==> src/core/can_timing_pkg.sv <==
// constants and types shared by the can bit timing and fault state block
package can_timing_pkg;
  // ==========================================================
  // register byte offsets
  localparam logic [7:0] OFS_CTRL = 8'h00;
  localparam logic [7:0] OFS_TIMING = 8'h04;
  localparam logic [7:0] OFS_STATUS = 8'h08;
  localparam logic [7:0] OFS_ERRCNT = 8'h0C;
  localparam logic [7:0] OFS_BITDIV = 8'h10;
  // ==========================================================
  // control field positions
  localparam int CTRL_ACTIVE = 0;
  localparam int CTRL_LISTEN = 1;
  localparam int CTRL_RESET = 2;
  // ==========================================================
  // timing field positions (each field holds its value minus one)
  localparam int TIM_PRESC_LSB = 0;
  localparam int TIM_PROP_LSB = 8;
  localparam int TIM_PH1_LSB = 12;
  localparam int TIM_PH2_LSB = 16;
  localparam int TIM_SJW_LSB = 20;
  // ==========================================================
  // status field positions
  localparam int ST_ACTIVE = 0;
  localparam int ST_LISTEN = 1;
  localparam int ST_FAULT_LSB = 2;
  localparam int ST_LIGHT = 4;
  localparam int ST_HEAVY = 5;
  localparam int ST_BUS_OFF = 6;
  localparam int ST_CFG_ERR = 7;
  // ==========================================================
  // reset values: prescaler 10, prop 3, phase1 4, phase2 4, jump 1
  localparam logic [31:0] TIMING_RESET = 32'h0003_3209;
  localparam logic CTRL_ACTIVE_RESET = 1'b0;
  localparam logic CTRL_LISTEN_RESET = 1'b0;
  // ==========================================================
  // bit timing limits in time quanta
  localparam logic [4:0] SYNC_LEN = 5'h01;
  localparam logic [4:0] TSEG1_MIN = 5'h04;
  localparam logic [2:0] PH2_M1_MIN = 3'h1;
  // ==========================================================
  // error count thresholds
  localparam logic [8:0] PASSIVE_ABOVE = 9'h07F;
  localparam int CNT_W = 9;
  // ==========================================================
  // states
  typedef enum logic [1:0] {
    SEG_SYNC = 2'b00,
    SEG_ONE = 2'b01,
    SEG_TWO = 2'b11
  } seg_e;
  typedef enum logic [1:0] {
    F_CLEAN = 2'b00,
    F_ERR_ACTIVE = 2'b01,
    F_ERR_PASSIVE = 2'b11,
    F_BUS_OFF = 2'b10
  } fault_e;
endpackage

==> src/core/tq_link_if.sv <==
// link between the bit timing core and its time quantum generator
`timescale 1ns/100ps
`default_nettype none
interface tq_link_if;
  logic [7:0] div_m1;
  logic restart;
  logic tick;
  modport ctrl (output div_m1, output restart, input tick);
  modport gen (input div_m1, input restart, output tick);
endinterface
`default_nettype wire

==> src/core/tq_prescaler.sv <==
// time quantum generator: divides the core clock by the prescaler
`timescale 1ns/100ps
`default_nettype none
module tq_prescaler
  import can_timing_pkg::*;
(
  input wire logic clk,
  input wire logic reset,
  tq_link_if.gen link
);
  logic [7:0] cnt_q;
  logic [7:0] cnt_d;
  logic tick_q;
  logic tick_d;

  // ==========================================================
  // divider: one tick every div_m1 + 1 clocks, restart realigns it
  always_comb begin
    tick_d = 1'b0;
    cnt_d = cnt_q + 8'h01;
    if (link.restart) begin
      cnt_d = 8'h00;
    end else if (cnt_q >= link.div_m1) begin
      cnt_d = 8'h00;
      tick_d = 1'b1;
    end
  end

  always_ff @(posedge clk or posedge reset) begin
    if (reset) begin
      cnt_q <= 8'h00;
      tick_q <= 1'b0;
    end else begin
      cnt_q <= cnt_d;
      tick_q <= tick_d;
    end
  end

  assign link.tick = tick_q;
endmodule
`default_nettype wire

==> src/core/fault_tracker.sv <==
// error counter and fault confinement state for one channel
`timescale 1ns/100ps
`default_nettype none
module fault_tracker
  import can_timing_pkg::*;
(
  input wire logic clk,
  input wire logic reset,
  input wire logic clear,
  input wire logic err_inc,
  input wire logic err_dec,
  output logic [CNT_W-1:0] err_cnt,
  output fault_e state
);
  logic [CNT_W-1:0] cnt_q;
  logic [CNT_W-1:0] cnt_d;
  fault_e state_q;
  fault_e state_d;

  // ==========================================================
  // counter saturates both ways; frozen once bus off
  always_comb begin
    cnt_d = cnt_q;
    state_d = state_q;
    if (clear) begin
      cnt_d = '0;
      state_d = F_CLEAN;
    end else if (state_q != F_BUS_OFF) begin
      if (err_inc && !err_dec && cnt_q != '1) begin
        cnt_d = cnt_q + 9'h001;
      end else if (err_dec && !err_inc && cnt_q != '0) begin
        cnt_d = cnt_q - 9'h001;
      end
      // the count above 255 sets the top bit
      if (cnt_d[CNT_W-1]) begin
        state_d = F_BUS_OFF;
      end else if (cnt_d > PASSIVE_ABOVE) begin
        state_d = F_ERR_PASSIVE;
      end else if (err_inc || state_q != F_CLEAN) begin
        state_d = F_ERR_ACTIVE;
      end
    end
  end

  always_ff @(posedge clk or posedge reset) begin
    if (reset) begin
      cnt_q <= '0;
      state_q <= F_CLEAN;
    end else begin
      cnt_q <= cnt_d;
      state_q <= state_d;
    end
  end

  assign err_cnt = cnt_q;
  assign state = state_q;
endmodule
`default_nettype wire

==> src/core/can_bit_timing_fault_state.sv <==
// bit timing and fault confinement for one can channel, apb registers
//
// Summary of operation
// - the synchronization segment is always exactly one quantum.
// - the quantum is the core clock divided by a 1..256 prescaler.
// - phase segment one spans 1..8 quanta, phase segment two 2..8.
// - the propagation segment spans 1..8 quanta.
// - segment one is propagation plus phase one; below four is rejected.
// - segment two is exactly phase segment two.
// - the bus is sampled where segment one ends and segment two begins.
// - resync moves phase segments by at most the 1..4 jump width.
// - errors seen with count below 128 report error active (light fault).
// - count above 127 reports error passive (heavy fault).
// - count above 255 means bus off, no bus activity, heavy fault.
// - listen-only sends no frames and drives no acknowledge.
// - a deactivated channel reports inactive and stays off the bus.
// - a channel reset request returns it to its initial clean state.
//
// The implementer's own choices: the APB slave port and the register offsets.
`timescale 1ns/100ps
`default_nettype none
module can_bit_timing_fault_state
  import can_timing_pkg::*;
(
  input wire logic clk,
  input wire logic reset,
  input wire logic psel,
  input wire logic penable,
  input wire logic pwrite,
  input wire logic [7:0] paddr,
  input wire logic [31:0] pwdata,
  output logic [31:0] prdata,
  output logic pready,
  output logic pslverr,
  input wire logic can_rx,
  output logic can_tx,
  input wire logic tx_dominant,
  input wire logic ack_dominant,
  input wire logic err_inc,
  input wire logic err_dec,
  output logic sample_pulse,
  output logic sample_bit,
  output logic bit_start,
  output logic channel_active,
  output logic light_fault_indication,
  output logic heavy_fault_indication,
  output logic bus_off
);
  // ==========================================================
  // declarations
  logic active_q, active_d, listen_q, listen_d, chan_rst_q, chan_rst_d;
  logic cfg_err_q, cfg_err_d;
  logic [7:0] presc_m1_q, presc_m1_d;
  logic [2:0] prop_m1_q, prop_m1_d, ph1_m1_q, ph1_m1_d;
  logic [2:0] ph2_m1_q, ph2_m1_d;
  logic [1:0] sjw_m1_q, sjw_m1_d;
  logic [31:0] prdata_q, prdata_d;
  logic [14:0] bit_div_q, bit_div_d;
  logic addr_hit, wr_en, rd_setup, wr_ok;
  logic [4:0] w_tseg1;
  logic [4:0] tseg1_len, tseg2_len, sjw_len;
  logic [8:0] presc;
  logic [5:0] quanta;
  logic rx_s1_q, rx_s2_q, rx_prev_q, rx_fall;
  seg_e seg_q, seg_d;
  logic [4:0] cnt_q, cnt_d, lim_q, lim_d, lim_eff, cnt_nx, ext, rem;
  logic resync_q, resync_d, edge_q, edge_d, run;
  logic sample_q, sample_d, sbit_q, sbit_d, bstart_q, bstart_d;
  logic can_tx_q, can_tx_d, light_q, light_d, heavy_q, heavy_d;
  logic off_q, off_d, on_bus;
  logic [CNT_W-1:0] err_cnt;
  fault_e fstate;
  tq_link_if tq ();

  // ==========================================================
  // apb decode: zero wait states, unmapped offsets answer with pslverr
  always_comb begin
    unique case (paddr)
      OFS_CTRL, OFS_TIMING, OFS_STATUS, OFS_ERRCNT, OFS_BITDIV:
        addr_hit = 1'b1;
      default: addr_hit = 1'b0;
    endcase
  end
  assign pready = 1'b1;
  assign pslverr = psel & penable & ~addr_hit;
  assign wr_en = psel & penable & pwrite & addr_hit;
  assign rd_setup = psel & ~penable & ~pwrite;
  assign prdata = prdata_q;

  // candidate segment one of a timing write, checked before it lands
  assign w_tseg1 = {2'b00, pwdata[TIM_PROP_LSB +: 3]}
    + {2'b00, pwdata[TIM_PH1_LSB +: 3]} + 5'h02;
  assign wr_ok = (w_tseg1 >= TSEG1_MIN)
    && (pwdata[TIM_PH2_LSB +: 3] >= PH2_M1_MIN);

  // ==========================================================
  // register file next state; read data captured in the setup phase
  always_comb begin
    active_d = active_q;
    listen_d = listen_q;
    chan_rst_d = 1'b0;
    cfg_err_d = cfg_err_q;
    presc_m1_d = presc_m1_q;
    prop_m1_d = prop_m1_q;
    ph1_m1_d = ph1_m1_q;
    ph2_m1_d = ph2_m1_q;
    sjw_m1_d = sjw_m1_q;
    prdata_d = prdata_q;
    if (wr_en && paddr == OFS_CTRL) begin
      active_d = pwdata[CTRL_ACTIVE];
      listen_d = pwdata[CTRL_LISTEN];
      chan_rst_d = pwdata[CTRL_RESET];
    end
    // a rejected setting leaves the running timing untouched
    if (wr_en && paddr == OFS_TIMING) begin
      cfg_err_d = ~wr_ok;
      if (wr_ok) begin
        presc_m1_d = pwdata[TIM_PRESC_LSB +: 8];
        prop_m1_d = pwdata[TIM_PROP_LSB +: 3];
        ph1_m1_d = pwdata[TIM_PH1_LSB +: 3];
        ph2_m1_d = pwdata[TIM_PH2_LSB +: 3];
        sjw_m1_d = pwdata[TIM_SJW_LSB +: 2];
      end
    end
    if (rd_setup) begin
      prdata_d = 32'h0000_0000;
      unique case (paddr)
        OFS_CTRL: begin
          prdata_d[CTRL_ACTIVE] = active_q;
          prdata_d[CTRL_LISTEN] = listen_q;
        end
        OFS_TIMING: begin
          prdata_d[TIM_PRESC_LSB +: 8] = presc_m1_q;
          prdata_d[TIM_PROP_LSB +: 3] = prop_m1_q;
          prdata_d[TIM_PH1_LSB +: 3] = ph1_m1_q;
          prdata_d[TIM_PH2_LSB +: 3] = ph2_m1_q;
          prdata_d[TIM_SJW_LSB +: 2] = sjw_m1_q;
        end
        OFS_STATUS: begin
          prdata_d[ST_ACTIVE] = active_q;
          prdata_d[ST_LISTEN] = listen_q;
          prdata_d[ST_FAULT_LSB +: 2] = fstate;
          prdata_d[ST_LIGHT] = light_q;
          prdata_d[ST_HEAVY] = heavy_q;
          prdata_d[ST_BUS_OFF] = off_q;
          prdata_d[ST_CFG_ERR] = cfg_err_q;
        end
        OFS_ERRCNT: prdata_d[CNT_W-1:0] = err_cnt;
        OFS_BITDIV: prdata_d[14:0] = bit_div_q;
        default: prdata_d = 32'h0000_0000;
      endcase
    end
  end

  always_ff @(posedge clk or posedge reset) begin
    if (reset) begin
      active_q <= CTRL_ACTIVE_RESET;
      listen_q <= CTRL_LISTEN_RESET;
      chan_rst_q <= 1'b0;
      cfg_err_q <= 1'b0;
      presc_m1_q <= TIMING_RESET[TIM_PRESC_LSB +: 8];
      prop_m1_q <= TIMING_RESET[TIM_PROP_LSB +: 3];
      ph1_m1_q <= TIMING_RESET[TIM_PH1_LSB +: 3];
      ph2_m1_q <= TIMING_RESET[TIM_PH2_LSB +: 3];
      sjw_m1_q <= TIMING_RESET[TIM_SJW_LSB +: 2];
      prdata_q <= 32'h0000_0000;
    end else begin
      active_q <= active_d;
      listen_q <= listen_d;
      chan_rst_q <= chan_rst_d;
      cfg_err_q <= cfg_err_d;
      presc_m1_q <= presc_m1_d;
      prop_m1_q <= prop_m1_d;
      ph1_m1_q <= ph1_m1_d;
      ph2_m1_q <= ph2_m1_d;
      sjw_m1_q <= sjw_m1_d;
      prdata_q <= prdata_d;
    end
  end

  // ==========================================================
  // derived lengths in quanta
  assign tseg1_len = {2'b00, prop_m1_q} + {2'b00, ph1_m1_q} + 5'h02;
  assign tseg2_len = {2'b00, ph2_m1_q} + 5'h01;
  assign sjw_len = {3'b000, sjw_m1_q} + 5'h01;
  assign presc = {1'b0, presc_m1_q} + 9'h001;
  // jump width stays out of the rate
  assign quanta = {1'b0, SYNC_LEN} + {1'b0, tseg1_len} + {1'b0, tseg2_len};
  assign bit_div_d = {6'h00, presc} * {9'h000, quanta};

  // ==========================================================
  // quantum generator, held in restart while the channel is idle
  assign run = active_q & ~chan_rst_q;
  assign tq.div_m1 = presc_m1_q;
  assign tq.restart = ~run;
  tq_prescaler u_tq (
    .clk(clk),
    .reset(reset),
    .link(tq)
  );

  // ==========================================================
  // bus input synchroniser; edge taken past the second stage only
  assign rx_fall = rx_prev_q & ~rx_s2_q;

  // ==========================================================
  // bit segment sequencer with single resync per bit
  assign cnt_nx = cnt_q + 5'h01;
  assign rem = lim_q - cnt_q;
  always_comb begin
    ext = (cnt_nx < sjw_len) ? cnt_nx : sjw_len;
    lim_eff = lim_q;
    if (edge_q && !resync_q) begin
      if (seg_q == SEG_ONE) begin
        lim_eff = lim_q + ext;
      end else if (seg_q == SEG_TWO) begin
        lim_eff = (rem <= sjw_len) ? cnt_nx : lim_q - sjw_len;
      end
    end
  end

  always_comb begin
    seg_d = seg_q;
    cnt_d = cnt_q;
    lim_d = lim_q;
    resync_d = resync_q;
    edge_d = edge_q | rx_fall;
    sample_d = 1'b0;
    sbit_d = sbit_q;
    bstart_d = 1'b0;
    if (!run) begin
      seg_d = SEG_SYNC;
      cnt_d = 5'h00;
      resync_d = 1'b0;
      edge_d = 1'b0;
    end else if (tq.tick) begin
      // a fall in the tick cycle itself is kept for the next quantum
      edge_d = rx_fall;
      if (edge_q && !resync_q && seg_q != SEG_SYNC) begin
        resync_d = 1'b1;
      end
      unique case (seg_q)
        SEG_SYNC: begin
          seg_d = SEG_ONE;
          cnt_d = 5'h00;
          lim_d = tseg1_len;
          resync_d = 1'b0;
          bstart_d = 1'b1;
        end
        SEG_ONE: begin
          cnt_d = cnt_nx;
          lim_d = lim_eff;
          if (cnt_nx >= lim_eff) begin
            seg_d = SEG_TWO;
            cnt_d = 5'h00;
            lim_d = tseg2_len;
            sample_d = 1'b1;
            sbit_d = rx_s2_q;
          end
        end
        SEG_TWO: begin
          cnt_d = cnt_nx;
          lim_d = lim_eff;
          if (cnt_nx >= lim_eff) begin
            seg_d = SEG_SYNC;
            cnt_d = 5'h00;
          end
        end
        default: seg_d = SEG_SYNC;
      endcase
    end
  end

  always_ff @(posedge clk or posedge reset) begin
    if (reset) begin
      seg_q <= SEG_SYNC;
      cnt_q <= 5'h00;
      lim_q <= 5'h00;
      resync_q <= 1'b0;
      edge_q <= 1'b0;
      sample_q <= 1'b0;
      sbit_q <= 1'b1;
      bstart_q <= 1'b0;
      bit_div_q <= 15'h0000;
      rx_s1_q <= 1'b1;
      rx_s2_q <= 1'b1;
      rx_prev_q <= 1'b1;
    end else begin
      seg_q <= seg_d;
      cnt_q <= cnt_d;
      lim_q <= lim_d;
      resync_q <= resync_d;
      edge_q <= edge_d;
      sample_q <= sample_d;
      sbit_q <= sbit_d;
      bstart_q <= bstart_d;
      bit_div_q <= bit_div_d;
      rx_s1_q <= can_rx;
      rx_s2_q <= rx_s1_q;
      rx_prev_q <= rx_s2_q;
    end
  end

  // ==========================================================
  // fault confinement; events only count while the channel is on
  fault_tracker u_fault (
    .clk(clk),
    .reset(reset),
    .clear(chan_rst_q),
    .err_inc(err_inc & active_q),
    .err_dec(err_dec & active_q),
    .err_cnt(err_cnt),
    .state(fstate)
  );

  // ==========================================================
  // bus drive and fault indications, all registered
  assign on_bus = run & (fstate != F_BUS_OFF);
  always_comb begin
    can_tx_d = 1'b1;
    if (on_bus && !listen_q && (tx_dominant || ack_dominant)) begin
      can_tx_d = 1'b0;
    end
    light_d = active_q && fstate == F_ERR_ACTIVE;
    heavy_d = active_q && (fstate == F_ERR_PASSIVE
      || fstate == F_BUS_OFF);
    off_d = fstate == F_BUS_OFF;
  end

  always_ff @(posedge clk or posedge reset) begin
    if (reset) begin
      can_tx_q <= 1'b1;
      light_q <= 1'b0;
      heavy_q <= 1'b0;
      off_q <= 1'b0;
    end else begin
      can_tx_q <= can_tx_d;
      light_q <= light_d;
      heavy_q <= heavy_d;
      off_q <= off_d;
    end
  end

  assign can_tx = can_tx_q;
  assign sample_pulse = sample_q;
  assign sample_bit = sbit_q;
  assign bit_start = bstart_q;
  assign channel_active = active_q;
  assign light_fault_indication = light_q;
  assign heavy_fault_indication = heavy_q;
  assign bus_off = off_q;
endmodule
`default_nettype wire

==> config.mk <==
export PLATFORM = sky130hd
export DESIGN_NAME = can_bit_timing_fault_state
export DESIGN_NICKNAME = d
export VERILOG_FILES = /design/src/core/can_timing_pkg.sv /design/src/core/tq_link_if.sv /design/src/core/tq_prescaler.sv /design/src/core/fault_tracker.sv /design/src/core/can_bit_timing_fault_state.sv
export SDC_FILE = /design/constraint.sdc
export NUM_CORES = 1
export LEC_CHECK = 0
export BUFFER_PORTS_ARGS = -buffer_cell sky130_fd_sc_hd__buf_2
export CAP_MARGIN = 20
export CORE_ASPECT_RATIO = 1.2
export CORE_UTILIZATION = 60
export CTS_CLUSTER_DIAMETER = 40
export DETAILED_ROUTE_END_ITERATION = 10
export GPL_TIMING_DRIVEN = 0
export PLACE_DENSITY_LB_ADDON = 0.12
export SLEW_MARGIN = 0
export SYNTH_ARGS = -nofsm -noshare
export SYNTH_HDL_FRONTEND = slang
export SYNTH_SLANG_ARGS = --single-unit
==> constraint.sdc <==
create_clock -name clk -period 6.8 [get_ports clk]
set_input_delay 0 -clock clk [delete_from_list [all_inputs] [get_ports clk]]
set_output_delay 0 -clock clk [all_outputs]
set_load 0.005 [all_outputs]
# Word level (Yosys, flattened, before mapping)

Cells that the tools add are included.
Widths: inputs -> output; s select.

Mux-type cells: 55
Divide/modulo/power cells: 0
Shift-type cells: 0
Equal/unequal tests: 16
Magnitude comparators: 7
Add/subtract/negate cells: 16
Multiply operators: 1
Reduce and logical (&&, ||, !) cells: 38
Bitwise operators: 18

Operators by type and width:

| cell                | count |
|---|---|
| $mux 9              | 6 |
| $mux 5              | 9 |
| $pmux 6 s4          | 1 |
| $mux 2              | 10 |
| $mux 1              | 19 |
| $eq 8x4->1 const B  | 2 |
| $mux 8              | 2 |
| $mul 9x6->15        | 1 |
| $pmux 5 s3          | 1 |
| $logic_and 1x1->1   | 13 |
| $and 1x1->1         | 11 |
| $add 4x2->5 const B | 2 |
| $pmux 5 s2          | 1 |
| $add 8x1->9 const B | 1 |
| $add 9x1->9 const B | 1 |
| $gt 9x7->1 const B  | 1 |
| $ne 3x2->1 const B  | 3 |
| $ne 9x9->1 const B  | 1 |
| $reduce_bool 9->1   | 1 |
| $sub 9x1->9 const B | 1 |
| $add 3x3->4         | 2 |
| $add 8x1->8 const B | 1 |
| $eq 8x3->1 const B  | 1 |
| $eq 8x5->1 const B  | 1 |
| other kinds (39)    | 59 |

Memory bits (writable): 0
Latch bits: 0
Word-level logic and storage cells: 181
Register bits after elaboration: 102
Bits in read-only memories: 0
Bits of input ports: 50
Memories: 0

# Depth between registers and ports, before layout

Gate-level depths: netlist of run 1.

Word-level depth: 13
Gate-level depth with buffers: 25
Mapped depth without buffers: 24

# Hierarchy

A second synthesis of run 1 with hierarchy kept.

Cell total of the unflattened synthesis: 865
Area total of the unflattened synthesis: 8089.0 um^2

By module, submodules not included:

| module                     | instances | area an instance (um^2) | seq. area each (um^2) | cells each |
|---|---|---|---|---|
| can_bit_timing_fault_state | 1         | 6610.1                  | 2067.0                | 711 |
| fault_tracker              | 1         | 843.3                   | 275.3                 | 95 |
| tq_prescaler               | 1         | 635.6                   | 225.2                 | 59 |

# Worst setup path after synthesis of run 1

OpenSTA, ideal clock, no wires.

Kind: register to register
Start: register prop_m1_q[1]
End: register bit_div_q[13]
Period minus slack after synthesis: 5.988 ns
Stages on the path, launching flop included: 23
Data arrival time: 5.908 ns
Setup slack: 0.812 ns
Required time: 6.720 ns
Path buffers: 0
Cells stage by stage: dfstp_2 > inv_1 > ha_1 > inv_1 > ha_1 > fa_1 > ha_1 > a21o_1 > a21oi_1 > xnor2_1 > or2_2 > fa_1 > fa_1 > fa_1 > inv_1 > ha_1 > a21o_1 > a21oi_1 > o21bai_1 > a2111oi_0 > o31ai_1 > a21oi_1 > xnor2_1

Longest elaborated chain between the ends: 5

RTL lines:

| what                    | line                              | RTL |
|---|---|---|
| from (decl)             | can_bit_timing_fault_state.sv:54  | `logic [2:0] prop_m1_q, prop_m1_d, ph1_m1_q, ph1_m1_d;` |
| from (signal assigned)  | can_bit_timing_fault_state.sv:162 | `prop_m1_q <= TIMING_RESET[TIM_PROP_LSB +: 3];` |
| from (signal assigned)  | can_bit_timing_fault_state.sv:173 | `prop_m1_q <= prop_m1_d;` |
| $add 3x3->4             | can_bit_timing_fault_state.sv:183 | `assign tseg1_len = {2'b00, prop_m1_q} + {2'b00, ph1_m1_q} + 5'h02;` |
| $add 4x2->5             | can_bit_timing_fault_state.sv:183 |  |
| $add 1x5->6             | can_bit_timing_fault_state.sv:188 | `assign quanta = {1'b0, SYNC_LEN} + {1'b0, tseg1_len} + {1'b0, tseg2_len};` |
| $add 6x4->6             | can_bit_timing_fault_state.sv:188 |  |
| $mul 9x6->15            | can_bit_timing_fault_state.sv:189 | `assign bit_div_d = {6'h00, presc} * {9'h000, quanta};` |
| named net bit_div_d[13] | can_bit_timing_fault_state.sv:58  | `logic [14:0] bit_div_q, bit_div_d;` |
| to (signal assigned)    | can_bit_timing_fault_state.sv:297 | `bit_div_q <= bit_div_d;` |
| to (decl)               | can_bit_timing_fault_state.sv:58  |  |

The timed path passes the listed nets, and every way through them passes these cells.
A chain may end at the register's enable or synchronous reset.

# Worst setup path after layout of run 1

Start: register ph1_m1_q[1]
End: register bit_div_q[13]

Longest elaborated chain between the ends: 5

RTL lines:

| what                    | line                              | RTL |
|---|---|---|
| from (decl)             | can_bit_timing_fault_state.sv:54  |  |
| from (signal assigned)  | can_bit_timing_fault_state.sv:163 | `ph1_m1_q <= TIMING_RESET[TIM_PH1_LSB +: 3];` |
| from (signal assigned)  | can_bit_timing_fault_state.sv:174 | `ph1_m1_q <= ph1_m1_d;` |
| $add 3x3->4             | can_bit_timing_fault_state.sv:183 |  |
| $add 4x2->5             | can_bit_timing_fault_state.sv:183 |  |
| $add 1x5->6             | can_bit_timing_fault_state.sv:188 |  |
| $add 6x4->6             | can_bit_timing_fault_state.sv:188 |  |
| $mul 9x6->15            | can_bit_timing_fault_state.sv:189 |  |
| named net bit_div_d[13] | can_bit_timing_fault_state.sv:58  |  |

The timed path passes the listed nets, and every way through them passes these cells.

==> qor.yml, run 1 <==
clock_tree:
  cts_tree: "done"
  cts_made_buffers: 9
  cts-root-buf: "clkbuf_16"
  h-tree-depth: 3
  cts_max_path_buffers: 2
  cts_setup_buffers: 0
  path_clk_slew_ps: 80
  clk_latency_ps: 360
  clock-sinks: 102
sta:
  maxSlewViolCount: 0
  hold_slack_ps: -21.2
  slew_headroom_pct: 36.4
  period_needed_ps: 6420
  hold_violations: 1
  fin_crit_sh_pct: 94.4
  fmax_ghz: 0.156
  setup_viol: 0
  tightestPinTransition_ps: 946
  clock-skew-final_ps: 10.1
critical_path:
  cp-start-kind: "flop"
  path_delay_family: "adder cells"
  arrival_ps: 6710
  cp_slowest_cell: "dfstp_2"
  ff2ff_path_depth: 24
  critPathBufInv: 5
  crit_cells: 24
  crit_type: "reg2reg"
  worstSetupEndpointType: "flop"
  cp_max_fo: 7
  cp_cell_sequence: "inv_1, ha_1, inv_1, ha_1, fa_1, ha_1, o21ai_0, nand2b_1, a21oi_1, or2_2, clkbuf_1, nor2_1, fa_1, inv_1, fa_1, fa_1, inv_1, ha_1, a21oi_1, o21bai_1, a2111oi_2, o31ai_1, a21oi_1, xnor2_1"
  cp.required_ps: 7090
  max_stage_delay_ps: 540
place:
  dp_hpwl_um: 15100
  port_buffers: 65
  globalplace.congestion: 0.955
  place_inst: 1078
global_routing:
  grt_util_all_layers_pct: 31.2
  grt_overflow: 0
  grt_pass1_wl_um: 32700
  grt_pass1_vias: 6682
  antenna_found_initial: 0
  grt_max_degree: 56
power:
  internal_power_w: 0.00132
  swShare_pct: 36.8
  clockPowerShare_pct: 24.6
  ir_drop_mv: 0.301
  p_seq_share_pct: 33.7
  p_comb_share_pct: 41.7
  p_leak_nw: 4.46
  finalPower_w: 0.00208
  p_switching_w: 0.000767
  power.density_mw_per_mm2: 234
synth:
  synth_warnings: 0
  synthArstFlopShare_pct: 100
  synth_cell_types: 67
  synth_edf_count: 0
  syn_avg_cell_area_um2: 9.28
  synth_cells: 836
  ys_seq_elements: 102
  synth.cell_area_mm2: 0.00776
  synth_ff_type: "dfrtp_1"
  synth_sequential_area_ratio_pct: 33.1
final_layout:
  drive_gt1_share_pct: 16.5
  area_growth_pct: 14.6
  fin_nets: 1107
  final_cell_count_no_fill: 1117
run_status:
  status: "finished with violations"
  violations: "negative hold slack"
floorplanning:
  die-width_um: 106
  top_level_ports: 92
  start_util_pct: 61.5
  core_area_mm2: 0.0126
  die_h_um: 127
  num_rows: 45
  dieArea_mm2: 0.0134
detailed_routing:
  routedWlPerCell_um: 17.7
  ant_nets: 0
  first_pass_iters: 6
  vias_per_cell: 5.82
  drt_iter0_drc: 379
  routed_wirelength_um: 19700
  num_vias: 6499
  drc: 0
run:
  maxCapViolations: 0
min_path:
  hold_depth: 4
  holdCritPathClass: "in2reg"
-- worst register-to-register path: cells and delay by family, from the launching register on --
family,cells,cell delay [ps]
buf+inv,5,480
compound gates,7,1550
fa+ha+maj,8,3230
flops,1,540
simple gates,3,400
xor+xnor,1,140
-- worst paths after layout --
path	to	from	slack [ps]
hold reg to reg	rx_s2_q$_DFF_PP1_	rx_s1_q$_DFF_PP1_	370
setup / recovery	bit_div_q[13]$_DFF_PP0_	ph1_m1_q[1]$_DFFE_PP1P_	380
setup reg to reg	bit_div_q[13]$_DFF_PP0_	ph1_m1_q[1]$_DFFE_PP1P_	380
min in group asynchronous	prdata[8]$_DFFE_PP0P_	reset	270
hold / removal	prdata[1]$_DFFE_PP0P_	pwrite	-20
max in group asynchronous	presc_m1_q[0]$_DFFE_PP1P_	reset	5790
-- cell families (layout without fill, tap and decap cells) --
group | Yosys count | count (layout) | synth area share (%)
simple gates | 269 | 269 | 16.9
compound gates | 158 | 158 | 13.7
buf+inv | 129 | 233 | 7.10
fa+ha+maj | 110 | 110 | 21.1
flops | 102 | 102 | 33.1
xor+xnor | 48 | 48 | 5.52
mux | 18 | 18 | 2.52
other cells | 2 | 15 | 0.0968
-- synth_stat cells (all sizes together) (3+ instances only) --
cell type  number  area [um2]
nor2b           8        50.1
xnor2          31         272
o21bai          3        22.5
a2111oi         3        38.8
ha             75         938
o211ai         10        75.1
nand2          68         255
fa             35         701
a222oi          3        30.0
mux2i           6        60.1
buf            18         134
or2            17         106
xor2           17         156
dfrtp          90        2250
a221oi          5        43.8
a21o           11        82.6
a211oi          6        50.1
nand3          27         135
o21ai          44         224
o21a            3        22.5
a21oi          27         135
mux2           12         135
a22oi          15         113
and3            8        55.1
nor2           87         327
a31oi           5        31.3
and2            3        18.8
or3             4        30.0
nor4            3        40.0
nand4           4        25.0
clkinv          3        11.3
dfstp          12         315
inv            93         349
clkbuf         15        56.3
o31ai           5        37.5
a22o            6        52.6
nor3           15        75.1
nand2b         17         106
-- through the flow --
step           util [%]  area (um2)  worst slack [ps]  TNS [ps]  hold WS, ps
2_1_floorplan         -        7800               812         0         4.48
3_3_place_gp       66.1        8330               296         0          108
3_5_place_dp       66.3        8360               108         0          110
4_1_cts            70.3        8860              56.0         0         36.0
5_1_grt            70.5        8890             -2.48     -2.48         38.9
6_report           70.5        8890               378         0        -21.2
-- power groups by stage --
stage | clock, W | sequential, W | combinational, W
final | 0.000513 | 0.000703 | 0.000869
after global routing | 0.000540 | 0.000707 | 0.000977
after CTS | 0.000517 | 0.000702 | 0.000855
after detailed placement | 0 | 0.000713 | 0.000840
after global placement | 0 | 0.000713 | 0.000800
after floorplan | 0 | 0.000703 | 0.000635
-- layer usage --
metal	vias up	global-route usage, %	routed length [um]
met3	59	4.78	811
li1	3044	-	-
met1	3197	37.9	7970
met2	199	55.2	10200
met5	-	0	0
met4	0	13.0	708
-- layout by cell type, fill, tap and decap left out, types with 15 or more instances in the layout --
cell type | synthesis | final
fa_1 | 35 | 35
xnor2_1 | 31 | 29
xor2_1 | 16 | 16
ha_1 | 75 | 75
dfrtp_1 | 90 | 90
clkbuf_1 | 15 | 16
nor3_1 | 15 | 15
nor2_1 | 87 | 87
nand2_1 | 68 | 68
o21ai_0 | 42 | 42
or2_2 | 17 | 17
nand3_1 | 27 | 27
a22oi_1 | 15 | 15
nand2b_1 | 17 | 17
inv_1 | 93 | 92
a21oi_1 | 27 | 27
dlygate4sd3_1 | 0 | 21
buf_4 | 15 | 15
buf_2 | 2 | 68
-- state kept, by name, indices dropped and copies added (netlist names), 2 cells and up --
name,cells
prdata,20
bit_div_q,15
u_fault.err_cnt,9
presc_m1_q,8
u_tq.cnt_q,8
cnt_q,5
lim_q,5
ph1_m1_q,3
ph2_m1_q,3
prop_m1_q,3
seg_q,2
sjw_m1_q,2
u_fault.state,2
-- what timing repair did --
item                                    4_1_cts  5_1_grt
endpoints found under the hold margin        61        0
hold buffers                                 21        0
gates resized for setup                       0        4
endpoints found under the setup margin        0        2
-- cell type report --
cell class / instances / area, um2
inverter: 96 / 363
sequential: 102 / 2570
clock buffer: 10 / 229
fill: 1005 / 3720
antenna: 1 / 2.50
multi-input combinational: 617 / 4710
buffer: 33 / 190
clock inverter: 6 / 61.3
tap: 164 / 205
timing repair buffer: 88 / 568
Power figures use the tool's default switching activity.
==> inputs of run 2 (changes only) <==
--- a/config.mk
+++ b/config.mk
@@ -13,6 +13,7 @@
 export DETAILED_ROUTE_END_ITERATION = 10
 export GPL_TIMING_DRIVEN = 0
 export PLACE_DENSITY_LB_ADDON = 0.12
+export RECOVER_POWER = 100
 export SLEW_MARGIN = 0
 export SYNTH_ARGS = -nofsm -noshare
 export SYNTH_HDL_FRONTEND = slang
==> qor.yml, run 2 (synthesized netlist as in run 1, its figures left out) <==
clock_tree:
  clk_latency_ps: 360  # about the same
  cts-root-buf: "clkbuf_16"  # unchanged
  cts_made_buffers: 9  # unchanged
  h-tree-depth: 3  # unchanged
  cts_max_path_buffers: 2  # unchanged
  clock-sinks: 102  # unchanged
  path_clk_slew_ps: 80  # about the same
  cts_tree: "done"  # unchanged
detailed_routing:
  routed_wirelength_um: 19700  # about the same
  routedWlPerCell_um: 17.7  # about the same
  first_pass_iters: 6  # unchanged
  num_vias: 6480  # was 6499
  vias_per_cell: 5.80  # was 5.82
  ant_nets: 0  # unchanged
  drt_iter0_drc: 409  # was 379
  drc: 0  # unchanged
floorplanning:
  die_h_um: 127  # unchanged
  num_rows: 45  # unchanged
  die-width_um: 106  # unchanged
  dieArea_mm2: 0.0134  # unchanged
  core_area_mm2: 0.0126  # unchanged
  start_util_pct: 61.5  # unchanged
  top_level_ports: 92  # unchanged
run_status:
  violations: "negative hold slack, max-capacitance violations, max-slew violations"  # was negative hold slack
  status: "finished with violations"  # unchanged
final_layout:
  fill_cells: 1023  # was 1005
  layout_commonest_cell: "inv_1"  # unchanged
  area_growth_pct: 13.8  # was 14.6%
  multi_input_area_mm2: 0.00468  # was 0.00471 mm2
  fin_area_mm2: 0.00883  # was 0.00889 mm2
  seqCellArea_mm2: 0.00257  # unchanged
  fin_nets: 1107  # unchanged
  drive_gt1_share_pct: 14.3  # was 16.5%
  final_cell_mix: "inv_1, dfrtp_1, nor2_1"  # unchanged
  postLayoutCoreUtil_pct: 70.0  # was 70.5%
  largest_reg_flops: 20  # unchanged
global_routing:
  grt_pass1_vias: 6682  # unchanged
  grt_pass1_wl_um: 32700  # unchanged
  antenna_found_initial: 0  # unchanged
  grt_max_degree: 56  # unchanged
  grt_util_all_layers_pct: 31.2  # unchanged
  grt_overflow: 0  # unchanged
sta:
  fmax_ghz: 0.155  # was 0.156 GHz
  period_needed_ps: 6440  # was 6420 ps
  setup_viol: 0  # unchanged
  maxSlewViolCount: 105  # was 0
  worst_slack_ps: 360  # was 378 ps
  tightestPinTransition_ps: 2900  # was 946 ps
  hold_violations: 1  # unchanged
  slew_headroom_pct: -93.1  # was 36.4%
  hold_slack_ps: -23.2  # was -21.2 ps
  fin_crit_sh_pct: 94.7  # was 94.4%
  clock-skew-final_ps: 8.71  # was 10.1 ps
power:
  swShare_pct: 36.8  # about the same
  ir_drop_mv: 0.301  # about the same
  p_switching_w: 0.000766  # was 0.000767 W
  clockPowerShare_pct: 24.7  # was 24.6%
  power.density_mw_per_mm2: 236  # was 234 mW/mm2
  p_seq_share_pct: 33.8  # was 33.7%
  finalPower_w: 0.00208  # about the same
  p_comb_share_pct: 41.6  # was 41.7%
  internal_power_w: 0.00132  # about the same
  p_leak_nw: 4.39  # was 4.46 nW
min_path:
  holdCritPathClass: "in2reg"  # unchanged
  hold_depth: 4  # unchanged
critical_path:
  ff2ff_path_depth: 24  # unchanged
  cp_slowest_cell: "fa_1"  # was dfstp_2
  arrival_ps: 6730  # was 6710 ps
  cp_max_fo: 7  # unchanged
  cp_cell_sequence: "inv_1, ha_1, inv_1, ha_1, fa_1, ha_1, o21ai_0, nand2b_1, a21oi_1, or2_2, clkbuf_1, nor2_1, fa_1, inv_1, fa_1, fa_1, inv_1, ha_1, a21oi_1, o21bai_1, a2111oi_2, o31ai_1, a21oi_1, xnor2_1"  # unchanged
  crit_type: "reg2reg"  # unchanged
  cp-start-kind: "flop"  # unchanged
  max_stage_delay_ps: 550  # was 540 ps
  worstSetupEndpointType: "flop"  # unchanged
  cp.required_ps: 7090  # about the same
place:
  dp_hpwl_um: 15100  # unchanged
  pre_cts_ws_ps: 108  # unchanged
  port_buffers: 65  # unchanged
  place_area_mm2: 0.00836  # unchanged
  globalplace.congestion: 0.955  # unchanged
run:
  maxCapViolations: 2  # was 0
run 2: cell count changes in the layout (fill, tap and decap cells not counted), moves of 2 or more:
cell | before | now
buf_2 | 68 | 56
clkbuf_1 | 16 | 30
dfstp_1 | 0 | 2
dfstp_2 | 12 | 10
run 2: layout make-up:
cell class              count  area share, %
clock buffers              10           2.59
repair buffers             88           6.01
diodes                      1         0.0283
well taps                 164           2.32
clock inverters             6          0.695
flip-flops and latches    102           29.1
multi-input cells         617           53.1
inverters                  96           4.10
plain buffers              33           2.10
run 2: path summary, 6_finish.rpt:
path,end,slack [ps],start
worst max-delay path,bit_div_q[13]$_DFF_PP0_,360,ph1_m1_q[1]$_DFFE_PP1P_
worst min-delay path,prdata[1]$_DFFE_PP0P_,-20,pwrite
worst max register to register,bit_div_q[13]$_DFF_PP0_,360,ph1_m1_q[1]$_DFFE_PP1P_
worst min register to register,rx_s2_q$_DFF_PP1_,370,rx_s1_q$_DFF_PP1_
max in group asynchronous,presc_m1_q[6]$_DFFE_PP0P_,2640,reset
min in group asynchronous,prdata[8]$_DFFE_PP0P_,730,reset
run 2: metal layers:
metal / global-route usage [%] / part of all wire, % / routed length [um]
met3: 4.78 / 4.7 / 936
met4: 13.0 / 3.6 / 717
met5: 0 / 0 / 0
met2: 55.2 / 52 / 10200
met1: 37.9 / 40 / 7840
run 2: through the flow:
stage / instances / TNS, ps
after global placement: 1077 / 0
after global routing: 1116 / -2.48
after floorplan: 848 / 0
final: 1117 / 0
after detailed placement: 1078 / 0
after CTS: 1115 / 0
run 2: power by group through the flow:
| stage | Clock (W) | Sequential [W] | Combinational, W |
|---|---|---|---|
| after floorplan | 0 | 0.000703 | 0.000635 |
| after global placement | 0 | 0.000713 | 0.000800 |
| after detailed placement | 0 | 0.000713 | 0.000840 |
| after CTS | 0.000517 | 0.000702 | 0.000855 |
| after global routing | 0.000540 | 0.000707 | 0.000973 |
| final | 0.000513 | 0.000703 | 0.000865 |
run 2: repair_timing:
item                                    in CTS  in global routing
buffers inserted                             0                  0
endpoints found under the setup margin       0                  2
resized for setup                            0                  4
hold buffers                                21                  0
hold endpoints to repair                    61                  0
run 2: worst max-delay path, delay by kind of cell (launching register included):
kind                       cells  cell delay (ps)
AOI/OAI and AO/OA              7             1570
xor gates and xnor gates       1              140
adders and majority gates      8             3230
buffers and inverters          5              480
DFF                            1              540
and+or+nand+nor                3              410
==> inputs of run 3 (changes only) <==
--- a/config.mk
+++ b/config.mk
@@ -14,6 +14,7 @@
 export GPL_TIMING_DRIVEN = 0
 export PLACE_DENSITY_LB_ADDON = 0.12
 export RECOVER_POWER = 100
+export REMOVE_ABC_BUFFERS = 1
 export SLEW_MARGIN = 0
 export SYNTH_ARGS = -nofsm -noshare
 export SYNTH_HDL_FRONTEND = slang
==> qor.yml, run 3 (synthesized netlist as in run 1, its figures left out) <==
run_status:
  status: "finished with violations"  # unchanged
  violations: "max-capacitance violations, max-slew violations"  # was negative hold slack, max-capacitance violations, max-slew violations
critical_path:
  cp.required_ps: 7080  # was 7090 ps
  cp-start-kind: "flop"  # unchanged
  ff2ff_path_depth: 22  # was 24
  crit_type: "reg2reg"  # unchanged
  arrival_ps: 6670  # was 6730 ps
  worstSetupEndpointType: "flop"  # unchanged
  cp_max_fo: 9  # was 7
floorplanning:
  dieArea_mm2: 0.0134  # unchanged
  die-width_um: 106  # unchanged
  top_level_ports: 92  # unchanged
  die_h_um: 127  # unchanged
  core_area_mm2: 0.0126  # unchanged
  start_util_pct: 61.5  # unchanged
  num_rows: 45  # unchanged
sta:
  hold_violations: 0  # was 1
  slew_headroom_pct: -132  # was -93.1%
  grt_setup_unrepaired: "false"
  tightestPinTransition_ps: 3480  # was 2900 ps
  setup_viol: 0  # unchanged
  period_needed_ps: 6390  # was 6440 ps
  fin_setup_tns_ps: 0  # unchanged
  maxSlewViolCount: 105  # unchanged
  fin_crit_sh_pct: 93.9  # was 94.7%
  hold_slack_ps: 15.1  # was -23.2 ps
  fmax_ghz: 0.157  # was 0.155 GHz
  clock-skew-final_ps: 8.95  # was 8.71 ps
  worst_slack_ps: 413  # was 360 ps
power:
  p_leak_nw: 4.30  # was 4.39 nW
  power.density_mw_per_mm2: 235  # was 236 mW/mm2
  ir_drop_mv: 0.267  # was 0.301 mV
  finalPower_w: 0.00205  # was 0.00208 W
detailed_routing:
  routed_wirelength_um: 18000  # was 19700 um
  num_vias: 6312  # was 6480
  ant_nets: 0  # unchanged
  drc: 0  # unchanged
  first_pass_iters: 5  # was 6
  routedWlPerCell_um: 16.5  # was 17.7 um
  drt_iter0_drc: 354  # was 409
  vias_per_cell: 5.79  # was 5.80
global_routing:
  grt_pass1_wl_um: 30300  # was 32700 um
  grt_pass1_vias: 6383  # was 6682
  grt_overflow: 0  # unchanged
  antenna_found_initial: 0  # unchanged
  grt_util_all_layers_pct: 28.7  # was 31.2%
  grt_max_degree: 68  # was 56
final_layout:
  layout_commonest_cell: "inv_1"  # unchanged
  area_growth_pct: 12.1  # was 13.8%
  fill_cells: 1003  # was 1023
  largest_reg_flops: 20  # unchanged
  postLayoutCoreUtil_pct: 69.0  # was 70.0%
  fin_nets: 1081  # was 1107
  drive_gt1_share_pct: 12.9  # was 14.3%
  final_cell_mix: "inv_1, dfrtp_1, nor2_1"  # unchanged
  antenna-diode-count: 0  # was 1
place:
  globalplace.congestion: 0.910  # was 0.955
  pre_cts_ws_ps: 139  # was 108 ps
  port_buffers: 65  # unchanged
  dp_hpwl_um: 13700  # was 15100 um
clock_tree:
  clock-sinks: 102  # unchanged
  h-tree-depth: 3  # unchanged
  cts_max_path_buffers: 2  # unchanged
  clk_latency_ps: 360  # about the same
  path_clk_slew_ps: 70  # was 80 ps
  cts_tree: "done"  # unchanged
  cts-root-buf: "clkbuf_16"  # unchanged
  cts_made_buffers: 9  # unchanged
run:
  maxCapViolations: 2  # unchanged
min_path:
  holdCritPathClass: "in2reg"  # unchanged
  hold_depth: 3  # was 4
==> run 3: cell count changes in the layout (fill, tap and decap cells not counted), moves of 3 or more <==
cell,delta
buf_4,-13
dlygate4sd3_1,+4
clkinvlp_4,+3
buf_2,-4
clkbuf_1,-13
==> run 3: report_power, final <==
group | total, W | switching (W) | leakage, nW | internal, W
Sequential | 0.000703 | 0.0000303 | 1.23 | 0.000672
Combinational | 0.000840 | 0.000462 | 2.94 | 0.000378
Clock | 0.000505 | 0.000250 | 0.129 | 0.000255
==> run 3: timing repair <==
item | 4_1_cts | 5_1_grt
hold endpoints to repair | 57 | 0
setup buffers | 0 | 0
endpoints found under the setup margin | 0 | 3
hold buffers | 25 | 0
gates resized for setup | 0 | 4
==> run 3: path summary, 6_finish.rpt <==
| check | startpoint | endpoint | slack (ps) |
|---|---|---|---|
| worst max register to register | ph1_m1_q[1]$_DFFE_PP1P_ | bit_div_q[13]$_DFF_PP0_ | 410 |
| worst min register to register | rx_s1_q$_DFF_PP1_ | rx_s2_q$_DFF_PP1_ | 360 |
| worst max-delay path | ph1_m1_q[1]$_DFFE_PP1P_ | bit_div_q[13]$_DFF_PP0_ | 410 |
| max in group asynchronous | reset | prop_m1_q[2]$_DFFE_PP0P_ | 2400 |
| worst min-delay path | err_inc | u_fault.state[0]$_DFFE_PP0P_ | 20 |
| min in group asynchronous | reset | u_fault.err_cnt[3]$_DFFE_PP0P_ | 520 |
==> run 3: layout make-up <==
type                    instances  area [um2]  area share (%)
well taps                     164         205            2.36
clock buffers                  10         229            2.63
flip-flops and latches        102        2570            29.5
clock inverters                 6        53.8           0.619
inverters                      96         362            4.16
multi-input cells             617        4690            53.9
repair buffers                 95         589            6.78
==> run 3: routing by layer <==
metal,share of wire (%),global-route usage [%]
met1,42,35.0
met4,3.8,14.6
met2,50,49.4
met5,0,0
met3,4.6,4.37
==> run 3: through the flow <==
| stage | cell area (um2) | instances |
|---|---|---|
| floorplan | 7610 | 815 |
| global placement | 8140 | 1044 |
| detailed placement | 8210 | 1048 |
| CTS | 8740 | 1089 |
| global route | 8700 | 1090 |
| finish | 8700 | 1090 |
==> run 3: critical path, cell delays in order, from the launching register on <==
cell       delay (ps)
dfstp_2           540
inv_1              50
ha_1              270
inv_1              60
ha_1              220
fa_1              480
ha_1              360
a21o_1            200
a21oi_1           220
xnor2_2           210
or2_2             350
fa_1              500
fa_1              520
fa_1              550
inv_1              40
ha_1              320
a21o_1            180
a21oi_1           220
o21bai_1          120
a2111oi_2         430
o31ai_1           130
a21oi_1           200
xnor2_1           140
